### src/hw/wkm_regs.vh
// Register offsets, field positions and reset values of the wake frame match configuration
`ifndef WKM_REGS_VH
`define WKM_REGS_VH

// ****************************************
// Register offsets (7-bit control interface address)
// ****************************************
`define WKM_ADDR_W             7
`define WKM_OFS_ID_MASK_LOW    7'h35
`define WKM_OFS_LENGTH_CODE    7'h36
`define WKM_OFS_PAYLOAD_7_6    7'h37
`define WKM_OFS_PAYLOAD_5_4    7'h38
`define WKM_OFS_PAYLOAD_3_2    7'h39
`define WKM_OFS_PAYLOAD_1_0    7'h3a

// ****************************************
// Field layout
// ****************************************
`define WKM_DATA_W             16
`define WKM_MASK_RW_BITS       16'hff7c
`define WKM_DLC_RW_BITS        16'h000f
`define WKM_DLC_MSB            3
`define WKM_MASK_SEL_BIT1      3
`define WKM_MASK_SEL_BIT0      2
`define WKM_ID_LOW_W           13
`define WKM_BYTE_HI_MSB        15
`define WKM_BYTE_HI_LSB        8
`define WKM_BYTE_LO_MSB        7
`define WKM_BYTE_LO_LSB        0
`define WKM_FULL_PAYLOAD_BYTES 4'h8

// ****************************************
// Reset values
// ****************************************
`define WKM_RST_VALUE          16'h0000
`define WKM_ALL_WRITTEN        6'h3f

`endif

### src/hw/wkm_id_cmp.v
// Masked comparison of the low identifier bits of a received wake-up frame
`timescale 1ns/1ps
`default_nettype none
`include "wkm_regs.vh"

module wkm_id_cmp
(
  input  wire [`WKM_DATA_W-1:0]   mask_reg,
  input  wire [`WKM_ID_LOW_W-1:0] rx_id,
  input  wire [`WKM_ID_LOW_W-1:0] exp_id,
  output wire                     id_ok
);

  // ****************************************
  // Mask bit to identifier bit mapping
  // ****************************************
  // Register bit 7 is reserved, so id bits 4..0 sit at 6..2 and 12..5 at 15..8
  wire [`WKM_ID_LOW_W-1:0] sel;
  assign sel = {mask_reg[15:8], mask_reg[6:4],
                mask_reg[`WKM_MASK_SEL_BIT1], mask_reg[`WKM_MASK_SEL_BIT0]};

  // Zero leaves the bit out, one demands equality
  assign id_ok = ~|((rx_id ^ exp_id) & sel);

endmodule
`default_nettype wire

### src/hw/wkm_payload_cmp.v
// Byte-wise payload comparison limited to the length the received code announces
`timescale 1ns/1ps
`default_nettype none
`include "wkm_regs.vh"

module wkm_payload_cmp
(
  input  wire [3:0]  rx_dlc,
  input  wire [63:0] exp_payload,
  input  wire [63:0] rx_payload,
  output reg         data_ok
);

  // Codes 8..15 all stand for a full eight-byte payload
  function [3:0] dlc_to_bytes;
    input [3:0] code;
    begin
      if (code[`WKM_DLC_MSB])
        dlc_to_bytes = `WKM_FULL_PAYLOAD_BYTES;
      else
        dlc_to_bytes = code;
    end
  endfunction

  // ****************************************
  // Compare from byte zero up to the length
  // ****************************************
  reg [3:0] nbytes;
  integer   i;

  always @*
  begin
    nbytes  = dlc_to_bytes(rx_dlc);
    data_ok = 1'b1;
    for (i = 0; i < 8; i = i + 1)
    begin
      if (i < nbytes && exp_payload[i*8 +: 8] != rx_payload[i*8 +: 8])
        data_ok = 1'b0;
    end
  end

endmodule
`default_nettype wire

### src/hw/wkm_cfg.v
// Wake frame match configuration registers and low-identifier, length and payload matcher
//
// Notes on behaviour
// Each of the two lowest identifier mask bits decides whether that identifier bit is compared (one) or ignored (zero).
// Mask register bits 1:0 and length-code register bits 15:4 always read zero whatever is written.
// The length code is a 4-bit read-write field, codes 0..7 mean that many bytes and 8..15 mean eight bytes.
// A frame only qualifies when its length code equals the configured code in all four bits.
// A length code of zero stands for a zero-byte payload or the cleared field.
// Each payload register holds the higher-numbered byte in 15:8 and the lower one in 7:0, bit 0 least significant.
// Payload registers sit at four consecutive addresses, bytes 7/6 lowest and bytes 1/0 highest, after the length code.
// Power-on or soft reset clears every bit of the mask, length-code and payload registers.
// A restart leaves configurable bits undefined with reserved bits zero, so software must rewrite before relying on matching.
// The matcher compares received payload bytes against expected ones in order from byte zero up to the length.
`timescale 1ns/1ps
`default_nettype none
`include "wkm_regs.vh"

module wkm_cfg
(
  input  wire                      REF_CLK,
  input  wire                      RESET_N,
  input  wire                      SOFT_RESET,
  input  wire                      RESTART,
  input  wire                      REG_WR_EN,
  input  wire                      REG_RD_EN,
  input  wire [`WKM_ADDR_W-1:0]    REG_ADDR,
  input  wire [`WKM_DATA_W-1:0]    REG_WDATA,
  output reg  [`WKM_DATA_W-1:0]    REG_RDATA,
  output reg                       REG_RD_VALID,
  input  wire                      RX_FRAME_VALID,
  input  wire [`WKM_ID_LOW_W-1:0]  RX_ID_LOW,
  input  wire [`WKM_ID_LOW_W-1:0]  EXP_ID_LOW,
  input  wire [3:0]                RX_DLC,
  input  wire [63:0]               RX_PAYLOAD,
  output reg                       WAKE_MATCH,
  output reg                       WAKE_MISMATCH,
  output reg                       CFG_STALE
);

  // ****************************************
  // Configuration storage
  // ****************************************
  reg  [`WKM_DATA_W-1:0] id_mask_low_ff;
  reg  [3:0]             length_code_ff;
  reg  [`WKM_DATA_W-1:0] payload_7_6_ff;
  reg  [`WKM_DATA_W-1:0] payload_5_4_ff;
  reg  [`WKM_DATA_W-1:0] payload_3_2_ff;
  reg  [`WKM_DATA_W-1:0] payload_1_0_ff;

  reg  [`WKM_DATA_W-1:0] nxt_id_mask_low;
  reg  [3:0]             nxt_length_code;
  reg  [`WKM_DATA_W-1:0] nxt_payload_7_6;
  reg  [`WKM_DATA_W-1:0] nxt_payload_5_4;
  reg  [`WKM_DATA_W-1:0] nxt_payload_3_2;
  reg  [`WKM_DATA_W-1:0] nxt_payload_1_0;

  // Tracks which registers were rewritten since the last restart
  reg  [5:0]             written_ff;
  reg  [5:0]             nxt_written;
  reg                    nxt_stale;

  reg  [`WKM_DATA_W-1:0] nxt_rdata;
  reg                    nxt_rd_valid;
  reg                    nxt_match;
  reg                    nxt_mismatch;

  wire                   id_ok;
  wire                   data_ok;
  wire                   dlc_ok;
  wire [63:0]            exp_payload;
  wire                   frame_ok;

  // Per-register write strobes, one-hot from the decoder
  wire                   wr_mask_low;
  wire                   wr_length_code;
  wire                   wr_payload_7_6;
  wire                   wr_payload_5_4;
  wire                   wr_payload_3_2;
  wire                   wr_payload_1_0;

  // ****************************************
  // Address decode
  // ****************************************
  function [5:0] reg_select;
    input [`WKM_ADDR_W-1:0] addr;
    begin
      case (addr)
        `WKM_OFS_ID_MASK_LOW: reg_select = 6'h01;
        `WKM_OFS_LENGTH_CODE: reg_select = 6'h02;
        `WKM_OFS_PAYLOAD_7_6: reg_select = 6'h04;
        `WKM_OFS_PAYLOAD_5_4: reg_select = 6'h08;
        `WKM_OFS_PAYLOAD_3_2: reg_select = 6'h10;
        `WKM_OFS_PAYLOAD_1_0: reg_select = 6'h20;
        default:              reg_select = 6'h00;
      endcase
    end
  endfunction

  wire [5:0] wr_sel;
  wire [5:0] rd_sel;
  assign wr_sel = REG_WR_EN ? reg_select(REG_ADDR) : 6'h00;
  assign rd_sel = reg_select(REG_ADDR);

  assign wr_mask_low    = wr_sel[0];
  assign wr_length_code = wr_sel[1];
  assign wr_payload_7_6 = wr_sel[2];
  assign wr_payload_5_4 = wr_sel[3];
  assign wr_payload_3_2 = wr_sel[4];
  assign wr_payload_1_0 = wr_sel[5];

  // ****************************************
  // Field helpers
  // ****************************************
  // Used on the write and the read path, so a reserved bit never leaks out
  function [`WKM_DATA_W-1:0] keep_rw_bits;
    input [`WKM_DATA_W-1:0] value;
    input [`WKM_DATA_W-1:0] rw_bits;
    begin
      keep_rw_bits = value & rw_bits;
    end
  endfunction

  // ****************************************
  // Register writes
  // ****************************************
  always @*
  begin
    nxt_id_mask_low = id_mask_low_ff;
    nxt_length_code = length_code_ff;
    nxt_payload_7_6 = payload_7_6_ff;
    nxt_payload_5_4 = payload_5_4_ff;
    nxt_payload_3_2 = payload_3_2_ff;
    nxt_payload_1_0 = payload_1_0_ff;
    if (wr_mask_low)
      nxt_id_mask_low = keep_rw_bits(REG_WDATA, `WKM_MASK_RW_BITS);
    if (wr_length_code)
      nxt_length_code = REG_WDATA[`WKM_DLC_MSB:0];
    if (wr_payload_7_6)
      nxt_payload_7_6 = REG_WDATA;
    if (wr_payload_5_4)
      nxt_payload_5_4 = REG_WDATA;
    if (wr_payload_3_2)
      nxt_payload_3_2 = REG_WDATA;
    if (wr_payload_1_0)
      nxt_payload_1_0 = REG_WDATA;
    // Applied last so it beats a write in the same cycle
    if (SOFT_RESET)
    begin
      nxt_id_mask_low = `WKM_RST_VALUE;
      nxt_length_code = 4'h0;
      nxt_payload_7_6 = `WKM_RST_VALUE;
      nxt_payload_5_4 = `WKM_RST_VALUE;
      nxt_payload_3_2 = `WKM_RST_VALUE;
      nxt_payload_1_0 = `WKM_RST_VALUE;
    end
  end

  always @(posedge REF_CLK or negedge RESET_N)
  begin
    if (!RESET_N)
    begin
      id_mask_low_ff <= `WKM_RST_VALUE;
      length_code_ff <= 4'h0;
      payload_7_6_ff <= `WKM_RST_VALUE;
      payload_5_4_ff <= `WKM_RST_VALUE;
      payload_3_2_ff <= `WKM_RST_VALUE;
      payload_1_0_ff <= `WKM_RST_VALUE;
    end
    else
    begin
      // A restart does not touch the contents: they keep whatever they held
      id_mask_low_ff <= nxt_id_mask_low;
      length_code_ff <= nxt_length_code;
      payload_7_6_ff <= nxt_payload_7_6;
      payload_5_4_ff <= nxt_payload_5_4;
      payload_3_2_ff <= nxt_payload_3_2;
      payload_1_0_ff <= nxt_payload_1_0;
    end
  end

  // ****************************************
  // Stale configuration tracking
  // ****************************************
  // Restart wins over a write in the same cycle, so no stale content slips through
  always @*
  begin
    nxt_written = written_ff | wr_sel;
    nxt_stale   = CFG_STALE;
    if (nxt_written == `WKM_ALL_WRITTEN)
      nxt_stale = 1'b0;
    if (SOFT_RESET)
      nxt_stale = 1'b0;
    if (RESTART)
    begin
      nxt_written = 6'h00;
      nxt_stale   = 1'b1;
    end
  end

  always @(posedge REF_CLK or negedge RESET_N)
  begin
    if (!RESET_N)
    begin
      written_ff <= 6'h00;
      CFG_STALE  <= 1'b0;
    end
    else
    begin
      written_ff <= nxt_written;
      CFG_STALE  <= nxt_stale;
    end
  end

  // ****************************************
  // Register reads
  // ****************************************
  // Read data is taken before the edge, so a read beside a write returns the old value
  always @*
  begin
    nxt_rd_valid = REG_RD_EN;
    nxt_rdata    = `WKM_RST_VALUE;
    case (rd_sel)
      6'h01:   nxt_rdata = keep_rw_bits(id_mask_low_ff, `WKM_MASK_RW_BITS);
      6'h02:   nxt_rdata = keep_rw_bits({12'h000, length_code_ff}, `WKM_DLC_RW_BITS);
      6'h04:   nxt_rdata = payload_7_6_ff;
      6'h08:   nxt_rdata = payload_5_4_ff;
      6'h10:   nxt_rdata = payload_3_2_ff;
      6'h20:   nxt_rdata = payload_1_0_ff;
      default: nxt_rdata = `WKM_RST_VALUE;
    endcase
  end

  always @(posedge REF_CLK or negedge RESET_N)
  begin
    if (!RESET_N)
    begin
      REG_RDATA    <= `WKM_RST_VALUE;
      REG_RD_VALID <= 1'b0;
    end
    else
    begin
      REG_RD_VALID <= nxt_rd_valid;
      if (REG_RD_EN)
        REG_RDATA <= nxt_rdata;
    end
  end

  // ****************************************
  // Frame matching
  // ****************************************
  // Byte n of the expected payload lands at bits 8n+7..8n
  assign exp_payload = {payload_7_6_ff, payload_5_4_ff, payload_3_2_ff, payload_1_0_ff};

  // Exact four-bit equality: 9 against a configured 8 is a miss
  assign dlc_ok = (RX_DLC == length_code_ff);

  wkm_id_cmp wkm_id_cmp_i
  (
    .mask_reg (id_mask_low_ff),
    .rx_id    (RX_ID_LOW),
    .exp_id   (EXP_ID_LOW),
    .id_ok    (id_ok)
  );

  // A zero code compares no bytes, so it matches on identifier alone
  wkm_payload_cmp wkm_payload_cmp_i
  (
    .rx_dlc      (RX_DLC),
    .exp_payload (exp_payload),
    .rx_payload  (RX_PAYLOAD),
    .data_ok     (data_ok)
  );

  // Every frame gets exactly one verdict, taken from the same term
  assign frame_ok = id_ok & dlc_ok & data_ok;

  always @*
  begin
    nxt_match    = 1'b0;
    nxt_mismatch = 1'b0;
    if (RX_FRAME_VALID)
    begin
      nxt_match    = frame_ok;
      nxt_mismatch = ~frame_ok;
    end
  end

  always @(posedge REF_CLK or negedge RESET_N)
  begin
    if (!RESET_N)
    begin
      WAKE_MATCH    <= 1'b0;
      WAKE_MISMATCH <= 1'b0;
    end
    else
    begin
      WAKE_MATCH    <= nxt_match;
      WAKE_MISMATCH <= nxt_mismatch;
    end
  end

endmodule
`default_nettype wire

### config.mk
export PLATFORM = sky130hd
export DESIGN_NAME = wkm_cfg
export DESIGN_NICKNAME = d
export VERILOG_FILES = /design/src/hw/wkm_id_cmp.v /design/src/hw/wkm_payload_cmp.v /design/src/hw/wkm_cfg.v
export VERILOG_INCLUDE_DIRS = /design/src /design/src/hw
export SDC_FILE = /design/constraint.sdc
export NUM_CORES = 1
export LEC_CHECK = 0
export BUFFER_PORTS_ARGS = -buffer_cell sky130_fd_sc_hd__buf_4
export CORE_UTILIZATION = 55
export DETAILED_ROUTE_END_ITERATION = 8
export PLACE_DENSITY = 0.83
export REMOVE_ABC_BUFFERS = 1
export SKIP_LAST_GASP = 1
export SLEW_MARGIN = 20
export SYNTH_ARGS = -nofsm -noshare
export SYNTH_HDL_FRONTEND = slang
export SYNTH_HIERARCHICAL = 1
export SYNTH_SLANG_ARGS = --single-unit
### constraint.sdc
create_clock -name REF_CLK -period 3.3 [get_ports REF_CLK]
set_input_delay 0.825 -clock REF_CLK [delete_from_list [all_inputs] [get_ports REF_CLK]]
set_output_delay 0.825 -clock REF_CLK [all_outputs]
set_load 0.05 [all_outputs]
After elaboration in Yosys (flattened, before gate mapping)
Index checks and enable logic that the tools add are counted.

storage, ports and cells
  register bits = 110
  input port bits = 124
  output and inout bits = 20

operators by class
  order comparisons = 8
  eq/ne operators = 22
  muxes and demuxes = 30
  bitwise gates (word level) = 6
  reductions and logical operators = 17

operators with widths
  operator                                             count
  2-to-1 mux 16 bit                                    10
  case mux 16 bit (6 select lines)                     1
  != test 8 bit                                        8
  equality test 7 x 6 -> 1 bit, second input constant  6
  case mux 6 bit (6 select lines)                      1
  < comparator 3 x 4 -> 1 bit, first input constant    4
  bitwise AND 13 bit                                   1
  2-to-1 mux 1 bit                                     13
  OR reduction 13 bit                                  1
  bitwise XOR 13 bit                                   1
  equality test 6 bit, second input constant           2
  2-to-1 mux 4 bit                                     3
  2-to-1 mux 6 bit                                     2
  nonzero test 2 bit                                   6
  logical AND 1 bit                                    8
  < comparator 1 x 4 -> 1 bit, first input constant    2
  < comparator 2 x 4 -> 1 bit, first input constant    2
  equality test 6 x 1 -> 1 bit, second input constant  1
  equality test 6 x 2 -> 1 bit, second input constant  1
  equality test 6 x 3 -> 1 bit, second input constant  1
  equality test 6 x 4 -> 1 bit, second input constant  1
  equality test 6 x 5 -> 1 bit, second input constant  1
  bitwise OR 6 bit                                     1
  equality test 4 bit                                  1
  4 further kinds                                      5

Longest topological paths before layout
Gate-level depths: netlist of run 1.

  depth in word-level cells = 14
  gate-level depth with buffers = 9
  depth with buffers taken out = 9

Cells and area by module
The synthesis of run 1 kept the hierarchy.

by module, submodules not included
  module           instances  cells each  area an instance (um2)  seq. area each (um2)
  wkm_cfg          1          459         5103.6                  2677.6
  wkm_payload_cmp  1          98          774.5                   0.0
  wkm_id_cmp       1          22          175.2                   0.0

Least setup slack after synthesis of run 1
OpenSTA, ideal clock, no wires.

  path type = input-to-reg
  from = input RX_PAYLOAD[15]
  to = register WAKE_MATCH
  library setup time = 0.066 ns
  arrival time = 2.189 ns
  data required time = 3.234 ns
  path slack = 1.046 ns
  stages on the path = 8
  buffers on the path = 0
  cells stage by stage = xor2_1 > nor4_2 > nand3_1 > nor4_1 > o22a_1 > o211a_1 > and4b_1 > and2_1

on the way
  word-level cells in the longest chain between the ends = 11

ends and longest elaborated chain
  element                        RTL line              source
  start: declaration             wkm_cfg.v:34          input wire [63:0] RX_PAYLOAD,
  != test 8 bit                  wkm_payload_cmp.v:37  if (i < nbytes && exp_payload[i*8 +: 8] != rx_payload[i*8 +: 8])
  logical AND 1 bit              wkm_payload_cmp.v:37
  2-to-1 mux 1 bit (7 in a row)  wkm_payload_cmp.v:37
  named net data_ok              wkm_cfg.v:68          wire data_ok;
  bitwise AND 1 bit              wkm_cfg.v:275         assign frame_ok = id_ok & dlc_ok & data_ok;
  2-to-1 mux 1 bit               wkm_cfg.v:281         if (RX_FRAME_VALID)
  named net nxt_match            wkm_cfg.v:64          reg nxt_match;
  end signal: assignment         wkm_cfg.v:297         WAKE_MATCH <= nxt_match;
  end: declaration               wkm_cfg.v:35          output reg WAKE_MATCH,

The timed path passes the listed nets, and every way through them passes these cells.
A chain may end at the register's enable or synchronous reset.

Final worst setup path of run 1
  from = input RX_PAYLOAD[47]
  to = register WAKE_MATCH

on the way
  word-level cells in the longest chain between the ends = 7

ends and longest elaborated chain
  element                        RTL line
  != test 8 bit                  wkm_payload_cmp.v:37
  logical AND 1 bit              wkm_payload_cmp.v:37
  2-to-1 mux 1 bit (3 in a row)  wkm_payload_cmp.v:37
  named net data_ok              wkm_cfg.v:68
  bitwise AND 1 bit              wkm_cfg.v:275
  2-to-1 mux 1 bit               wkm_cfg.v:281
  named net nxt_match            wkm_cfg.v:64

The timed path passes the listed nets, and every way through them passes these cells.

==> results.py, run 1 <==
metrics = {
    "layout": {
        "n_fill_cell": 807,
        "nets": 832,
        "fin_cells": 849,
        "area_delta_synth_final_pct": 21.6,
        "regArea_um2": 2680,
        "final_cell_area_um2": 7360,
        "antenna_cells": 0,
        "drive_above_1_share_pct": 25.2,
        "multi_input_area_um2": 3080,
    },
    "worst_hold_path": {
        "hp-class": "in -> async",
    },
    "sta": {
        "finalCriticalPeriod_ns": 2.45,
        "tightestPinTransition_ns": 0.728,
        "fin_crit_sh_pct": 74.2,
        "timing.final.ws_setup_ns": 0.850,
        "maxSlewHeadroom_pct": 51.5,
        "fmax_ghz": 0.408,
        "finalSetupViolations": 0,
        "slew_viol_final": 0,
        "rsz0062_at_grt": "no",
        "holdWs_ns": 0.474,
        "fin_skew_ns": 0.00713,
        "hold_viol_final": 0,
        "fin_setup_tns_ns": 0,
    },
    "clock_tree": {
        "cts.clk_slew.worst_paths_ns": 0.10,
        "postCtsHoldBufs": 0,
        "clock_sinks": 107,
        "cts.root.buffer_cell": "clkbuf_8",
        "numCtsBuffers": 9,
        "cts_setup_buffers": 0,
        "cts_tree": "done",
        "clkLatencyLatePin_ns": 0.37,
        "cts_resized": 0,
        "cts_buffer_depth": 2,
        "cts_max_level": 3,
    },
    "placed_design": {
        "place_ws_ns": 0.533,
        "gp_congestion": 0.903,
        "dpl.hpwl_um": 12300,
        "dpl_cell_area_um2": 7160,
        "io_buffers": 143,
        "place_inst": 833,
    },
    "route": {
        "totalWireLength_um": 17100,
        "antenna_left": 0,
        "firstDrtPassIters": 5,
        "wl_per_cell_um": 20.1,
        "num_vias": 5095,
        "dr.first_iter.drc_count": 369,
        "viasPerCell": 6.00,
        "drc_errors": 0,
    },
    "grt": {
        "grt_max_degree": 70,
        "antenna_found_initial": 0,
        "grt_pass1_vias": 5075,
        "grt.overflow.total": 0,
        "grt_pass1_wl_um": 26700,
        "grt_use_total_pct": 31.0,
    },
    "floorplanning": {
        "die-area_um2": 11400,
        "die_y_um": 107,
        "rows": 37,
        "die_w_um": 107,
        "io-pin-count": 144,
        "coreArea_um2": 10500,
        "start_util_pct": 57.6,
    },
    "worst_setup_path": {
        "ff2ff_path_depth": 8,
        "worstPathArrival_ns": 2.76,
        "worstPathRequired_ns": 3.61,
        "critPathKind": "in -> reg",
        "crit_path_end_kind": "flip-flop",
        "r2r_start": "payload_5_4_ff[15]$_DFFE_PN0P_",
        "cp_max_fo": 2,
        "critPathLaunchType": "input pin",
        "regToRegSetupSlack_ns": 1.00,
        "r2r-end": "WAKE_MATCH$_DFF_PN0_",
    },
    "synth": {
        "synth_warnings": 6,
        "synth_cells": 578,
        "syn-cell-area_um2": 6050,
        "avgSynthCellArea_um2": 10.5,
    },
    "status": {
        "status": "finished clean",
    },
    "pwr": {
        "vdd_drop_max_v": 0.000268,
        "power_density_nw_per_um2": 347,
        "power.leakage_nw": 3.93,
    },
    "run": {
        "cap_viol_max_count": 0,
    },
}
metal layers:
layer / GRT usage, % / up-vias / part of all wire (%)
met3: 4.56 / 41 / 7.6
met5: 0 / - / 0
met1: 41.3 / 2500 / 40
met2: 50.3 / 264 / 50
li1: - / 2290 / -
met4: 13.9 / 0 / 3.1
final cells by class:
cell class | instances | share of cell area [%]
repair buffers | 154 | 15.9
multi-input cells | 421 | 41.9
clock buffers | 9 | 1.68
inverters | 15 | 0.765
flip-flops and latches | 107 | 36.4
clock inverters | 7 | 1.04
well taps | 136 | 2.31
stage by stage:
| step | util [%] | total power (W) |
|---|---|---|
| after CTS | 70.0 | 0.00255 |
| after global placement | 68.1 | 0.00174 |
| after detailed placement | 68.1 | 0.00175 |
| after global routing | 70.0 | 0.00264 |
| after floorplan | - | 0.00149 |
| final | 70.0 | 0.00255 |
power by group:
group,total (W),switching [W],internal (W)
Combinational,0.000395,0.000223,0.000172
Sequential,0.00133,0.00000921,0.00132
Clock,0.000823,0.000466,0.000357
worst max path at each step:
| stage | slack (ns) | cells past startpoint | end | startpoint |
|---|---|---|---|---|
| CTS | 0.91 | 6 | payload_1_0_ff[0]$_DFFE_PN0P_ | REG_ADDR[3] |
| finish | 0.85 | 9 | WAKE_MATCH$_DFF_PN0_ | RX_PAYLOAD[47] |
| floorplan | 0.53 | 4 | CFG_STALE$_DFFE_PN0P_ | REG_ADDR[6] |
| global route | 0.73 | 10 | WAKE_MATCH$_DFF_PN0_ | RX_PAYLOAD[17] |
| global placement | 0.58 | 6 | payload_1_0_ff[5]$_DFFE_PN0P_ | REG_ADDR[2] |
| detailed placement | 0.53 | 6 | payload_1_0_ff[0]$_DFFE_PN0P_ | REG_ADDR[3] |
cells in the final DEF (no fill, tap or decap), types with 4 or more instances in the layout:
master,instances
nor2_1,100
o22ai_1,15
mux2i_1,107
xor2_1,44
a22oi_1,17
a31oi_1,4
a221oi_1,6
inv_1,15
a21oi_1,17
nor4_1,7
nand4_1,11
clkbuf_8,9
nand2_1,7
dfrtp_1,107
nand3_1,5
xnor2_1,34
buf_4,153
nor2b_1,5
sequential cells by signal (all words and copies together) (netlist names):
name	count
CFG_STALE	1
REG_RD_VALID	1
REG_RDATA	16
id_mask_low_ff	13
payload_7_6_ff	16
payload_1_0_ff	16
length_code_ff	4
payload_3_2_ff	16
WAKE_MATCH	1
payload_5_4_ff	16
WAKE_MISMATCH	1
written_ff	6
critical path, cell delays in order:
cell     delay, ns
buf_4         0.11
xor2_1        0.15
nor4_1        0.50
a31oi_1       0.17
nor4_1        0.32
o22a_1        0.20
o211a_1       0.14
and4b_1       0.21
and2_1        0.12
Note: power is estimated with default switching activity, not from simulation.
==> run 2, diff against run 1 <==
CORE_UTILIZATION = 54   (was 55)
PLACE_DENSITY = 0.81   (was 0.83)
clock period = 2.5 ns   (was 3.3 ns; I/O delays follow)
==> run 2 against run 1 <==
  * Clock power is 41% higher
  * Non-clock buffer count is 10 higher
  * Power is 35% higher
  * Sequential power is 32% higher
  * Final cell count is 1.6% higher
  * Critical endpoint unchanged
==> results.py, run 2 (synthesis results as in run 1) <==
metrics = {
    "floorplanning": {
        "io-pin-count": 144,
        "coreArea_um2": 10900,
        "die_w_um": 108,
        "start_util_pct": 55.6,
        "die-area_um2": 11600,
        "die_y_um": 108,
        "rows": 38,
    },
    "pwr": {
        "power.leakage_nw": 3.99,
        "vdd_drop_max_v": 0.000273,
        "power_density_nw_per_um2": 462,
        "power_w": 0.00345,
    },
    "clock_tree": {
        "cts_setup_buffers": 0,
        "cts.clk_slew.worst_paths_ns": 0.10,
        "clock_sinks": 107,
        "cts.root.buffer_cell": "clkbuf_8",
        "cts_buffer_depth": 2,
        "cts_resized": 0,
        "cts_max_level": 3,
        "postCtsHoldBufs": 0,
        "cts_tree": "done",
        "numCtsBuffers": 9,
        "clkLatencyLatePin_ns": 0.37,
    },
    "worst_setup_path": {
        "worstPathRequired_ns": 2.82,
        "cp-endpoint": "WAKE_MATCH$_DFF_PN0_",
        "critPathKind": "reg -> reg",
        "cp_max_fo": 3,
        "ff2ff_path_depth": 9,
        "critPathLaunchType": "flip-flop",
        "crit_path_start": "payload_3_2_ff[10]$_DFFE_PN0P_",
        "crit_path_end_kind": "flip-flop",
        "regToRegSetupSlack_ns": 0.13,
        "r2r-end": "WAKE_MATCH$_DFF_PN0_",
        "worstPathArrival_ns": 2.69,
        "r2r_start": "payload_3_2_ff[10]$_DFFE_PN0P_",
    },
    "sta": {
        "hold_viol_final": 0,
        "fin_crit_sh_pct": 94.7,
        "fin_skew_ns": 0.00713,
        "tightestPinTransition_ns": 0.648,
        "maxSlewHeadroom_pct": 56.8,
        "fmax_ghz": 0.422,
        "slew_viol_final": 0,
        "finalSetupViolations": 0,
        "timing.final.ws_setup_ns": 0.132,
        "rsz0062_at_grt": "no",
        "finalCriticalPeriod_ns": 2.37,
    },
    "placed_design": {
        "io_buffers": 143,
        "place_ws_ns": -0.210,
        "gp_congestion": 0.957,
        "dpl.hpwl_um": 12800,
    },
    "layout": {
        "antenna_cells": 0,
        "area_delta_synth_final_pct": 23.4,
        "final_cell_mix": "162 x buf_4, 107 x dfrtp_1, 107 x mux2i_1, 100 x nor2_1, 44 x xor2_1",
        "nets": 842,
        "final_common_cell": "buf_4",
        "drive_above_1_share_pct": 26.1,
        "n_fill_cell": 841,
    },
    "grt": {
        "antenna_found_initial": 0,
        "grt_pass1_wl_um": 26900,
        "grt.overflow.total": 0,
        "grt_use_total_pct": 30.9,
        "grt_max_degree": 48,
        "grt_pass1_vias": 5128,
    },
    "run": {
        "cap_viol_max_count": 0,
    },
    "status": {
        "status": "finished clean",
    },
    "route": {
        "firstDrtPassIters": 5,
        "totalWireLength_um": 17200,
        "viasPerCell": 6.01,
        "drc_errors": 0,
        "wl_per_cell_um": 20.0,
        "antenna_left": 0,
        "dr.first_iter.drc_count": 391,
        "num_vias": 5186,
    },
    "worst_hold_path": {
        "hp-class": "in -> async",
    },
}
## run 2: changes by cell type in the layout (fill, tap and decap cells not counted), sizes merged
cell / change
clkbuf: +2
buf: +10
bufinv: +1
clkinvlp: -1
inv: -2
## run 2: worst min path at each step
| stage | to | cells after the start | slack (ns) | startpoint |
|---|---|---|---|---|
| 3_3_place_gp | REG_RDATA[15]$_DFFE_PN0P_ | 2 | 0.48 | REG_RDATA[15]$_DFFE_PN0P_ |
| 5_1_grt | payload_1_0_ff[4]$_DFFE_PN0P_ | 1 | 0.30 | RESET_N |
| 4_1_cts | payload_3_2_ff[5]$_DFFE_PN0P_ | 1 | 0.27 | RESET_N |
| 2_1_floorplan | CFG_STALE$_DFFE_PN0P_ | 0 | 0.33 | RESET_N |
| 3_5_place_dp | written_ff[0]$_DFF_PN0_ | 2 | 0.50 | written_ff[0]$_DFF_PN0_ |
| 6_report | payload_1_0_ff[4]$_DFFE_PN0P_ | 1 | 0.26 | RESET_N |
## run 2: per-layer routing
| layer | vias to the layer above | global-route usage [%] | wire (um) |
|---|---|---|---|
| met5 | - | 0 | 0 |
| met4 | 0 | 12.1 | 432 |
| met3 | 32 | 3.93 | 1160 |
| met2 | 263 | 51.0 | 8520 |
| met1 | 2575 | 41.3 | 7110 |
| li1 | 2316 | - | - |
## run 2: critical path: stages, from the launching register on
cell and delay (ns):
dfrtp_1 0.44, xor2_1 0.16, nor4_1 0.47, buf_4 0.20
nand4_1 0.10, nor4_1 0.27, o22a_1 0.21, o211a_1 0.13
and4b_1 0.21, and2_1 0.13
## run 2: final cells by class
| class | count | area [um^2] | area share [%] |
|---|---|---|---|
| clock inverters | 5 | 77.6 | 1.04 |
| repair buffers | 164 | 1260 | 16.8 |
| multi-input cells | 421 | 3090 | 41.4 |
| well taps | 140 | 175 | 2.35 |
| clock buffers | 11 | 131 | 1.76 |
| flip-flops and latches | 107 | 2680 | 35.9 |
| inverters | 15 | 56.3 | 0.754 |
## run 2: power breakdown
part           switching, W  total (W)  internal [W]
clock network      0.000594    0.00116      0.000563
logic              0.000294   0.000530      0.000236
registers         0.0000127    0.00176       0.00175
## run 2: through the flow
| step | setup TNS, ns | hold WS [ns] | instance area [um^2] | instances | utilization [%] |
|---|---|---|---|---|---|
| after floorplan | -0.0692 | 0.329 | 5820 | 543 | - |
| after global placement | -0.119 | 0.480 | 7250 | 847 | 66.6 |
| after detailed placement | -0.396 | 0.504 | 7250 | 847 | 66.6 |
| after CTS | 0 | 0.275 | 7460 | 863 | 68.5 |
| after global routing | 0 | 0.297 | 7460 | 863 | 68.5 |
| final | 0 | 0.258 | 7460 | 863 | 68.5 |
==> run 3, diff against run 2 <==
CORE_UTILIZATION = 50   (was 54)
PLACE_DENSITY = 0.8   (was 0.81)
==> run 3 against run 2 <==
  * The flow now finishes with violations (design-rule violations)
  * Die area up 7.8%
  * Critical endpoint unchanged
  * Flip-flop and latch count stayed put
  * Clock-buffer cell count fell by 1
  * Power rose by 7.4%
  * Global-route usage decreased by 1.9 points
  * Combinational power rose by 3%
  * Sequential power barely moved
  * Utilization decreased by 3.7 points
  * Highest routed layer unchanged
  * Setup slack got worse by 0.062 ns
==> results.py, run 3 (synthesis results as in run 1) <==
metrics = {
    "floorplanning": {
        "coreArea_um2": 11600,
        "die_y_um": 112,
        "start_util_pct": 52.1,
        "rows": 39,
        "die-area_um2": 12500,
        "io-pin-count": 144,
        "die_w_um": 112,
    },
    "clock_tree": {
        "postCtsHoldBufs": 0,
        "cts_buffer_depth": 2,
        "cts.root.buffer_cell": "clkbuf_16",
        "cts_max_level": 3,
        "cts_tree": "done",
        "numCtsBuffers": 9,
        "clock_sinks": 107,
        "clkLatencyLatePin_ns": 0.35,
        "cts.clk_slew.worst_paths_ns": 0.08,
    },
    "grt": {
        "grt_pass1_wl_um": 27700,
        "grt.overflow.total": 0,
        "grt_use_total_pct": 29.0,
        "grt_max_degree": 52,
        "use_met2_pct": 47.9,
        "grt-busiest-layer": "met2",
        "gr-usage-met3_pct": 5.23,
        "use_met1_pct": 38.3,
        "antenna_found_initial": 0,
        "grt_pass1_vias": 5217,
    },
    "status": {
        "violations": "design-rule violations",
        "status": "finished with violations",
    },
    "placed_design": {
        "dpl_cell_area_um2": 7240,
        "gp_congestion": 0.902,
        "place_ws_ns": -0.126,
        "dpl.hpwl_um": 12700,
        "io_buffers": 143,
        "place_inst": 848,
    },
    "worst_setup_path": {
        "critPathLaunchType": "flip-flop",
        "r2r_start": "payload_5_4_ff[12]$_DFFE_PN0P_",
        "path_buf_inv": 1,
        "cp_cell_sequence": "xor2_1, nor4_1, buf_4, a31oi_1, nor4_1, o22a_1, o211a_1, and4b_1, and2_1",
        "slowest_stage": "nor4_1",
        "critPathKind": "reg -> reg",
        "crit_path_start": "payload_5_4_ff[12]$_DFFE_PN0P_",
        "crit_path_end_kind": "flip-flop",
        "worstPathArrival_ns": 2.72,
        "cp_max_fo": 3,
        "worstPathRequired_ns": 2.79,
        "cpMostUsedCell": "nor4_1",
        "max_stage_delay_ns": 0.57,
        "cp_top_family": "simple AND/OR/NAND/NOR gates",
    },
    "route": {
        "num_vias": 5085,
        "firstDrtPassIters": 7,
        "totalWireLength_um": 17700,
        "antenna_left": 0,
        "viasPerCell": 5.89,
        "drc_errors": 9,
        "wl_per_cell_um": 20.5,
        "dr.first_iter.drc_count": 415,
    },
    "sta": {
        "fin_skew_ns": 0.00864,
        "fin_crit_sh_pct": 97.2,
        "fin_setup_tns_ns": 0,
        "slew_viol_final": 0,
        "maxSlewHeadroom_pct": 59.3,
        "hold_viol_final": 0,
        "rsz0062_at_grt": "no",
        "finalSetupViolations": 0,
        "timing.final.ws_setup_ns": 0.0702,
        "tightestPinTransition_ns": 0.605,
        "fmax_ghz": 0.412,
        "finalCriticalPeriod_ns": 2.43,
    },
    "layout": {
        "drive_above_1_share_pct": 26.1,
        "final_cell_mix": "160 x buf_4, 107 x dfrtp_1, 107 x mux2i_1, 100 x nor2_1, 44 x xor2_1",
        "area_delta_synth_final_pct": 24.4,
        "final_cell_area_um2": 7530,
        "nets": 840,
        "antenna_cells": 0,
        "n_fill_cell": 926,
        "final_common_cell": "buf_4",
        "fin_cells": 864,
    },
    "pwr": {
        "power.leakage_nw": 4.02,
        "vdd_drop_max_v": 0.000358,
        "power_density_nw_per_um2": 492,
        "power_w": 0.00370,
    },
    "worst_hold_path": {
        "hp-class": "in -> async",
    },
    "run": {
        "cap_viol_max_count": 0,
    },
}
[run 3: layer usage]
| layer | vias to the layer above | share of wire [%] |
|---|---|---|
| li1 | 2309 | - |
| met1 | 2496 | 42 |
| met2 | 241 | 48 |
| met3 | 39 | 7.3 |
| met4 | 0 | 2.9 |
| met5 | - | 0 |
[run 3: worst paths after layout]
check / endpoint / slack, ns / depth (start not counted)
max in group asynchronous: written_ff[5]$_DFF_PN0_ / 1.57 / 2
min in group REF_CLK: written_ff[4]$_DFF_PN0_ / 0.48 / 2
max: WAKE_MATCH$_DFF_PN0_ / 0.07 / 9
max reg2reg: WAKE_MATCH$_DFF_PN0_ / 0.07 / 9
min: payload_1_0_ff[6]$_DFFE_PN0P_ / 0.24 / 1
min reg2reg: written_ff[0]$_DFF_PN0_ / 0.52 / 2
[run 3: power breakdown]
group	switching [W]	internal (W)	total (W)
sequential	0.0000117	0.00175	0.00176
combinational	0.000307	0.000236	0.000544
clock	0.000700	0.000701	0.00140
total	0.00102	0.00268	0.00370
[run 3: layout make-up]
cell class | count | area (um^2) | share of cell area, %
Clock buffer | 10 | 229 | 3.04
Clock inverter | 6 | 56.3 | 0.748
Inverter | 15 | 56.3 | 0.748
Multi-Input combinational cell | 421 | 3090 | 41.0
Sequential cell | 107 | 2680 | 35.6
Tap cell | 143 | 179 | 2.38
Timing Repair Buffer | 162 | 1240 | 16.5
[run 3: timing repair]
action / 4_1_cts / 5_1_grt
resized for setup: 0 / 1
setup buffers: 0 / 0
endpoints found under the setup margin: 0 / 2
[run 3: per-stage QoR]
stage | utilization, % | hold WS, ns
floorplan | - | 0.329
global placement | 62.3 | 0.480
detailed placement | 62.3 | 0.504
CTS | 64.8 | 0.261
global route | 64.8 | 0.276
finish | 64.8 | 0.242
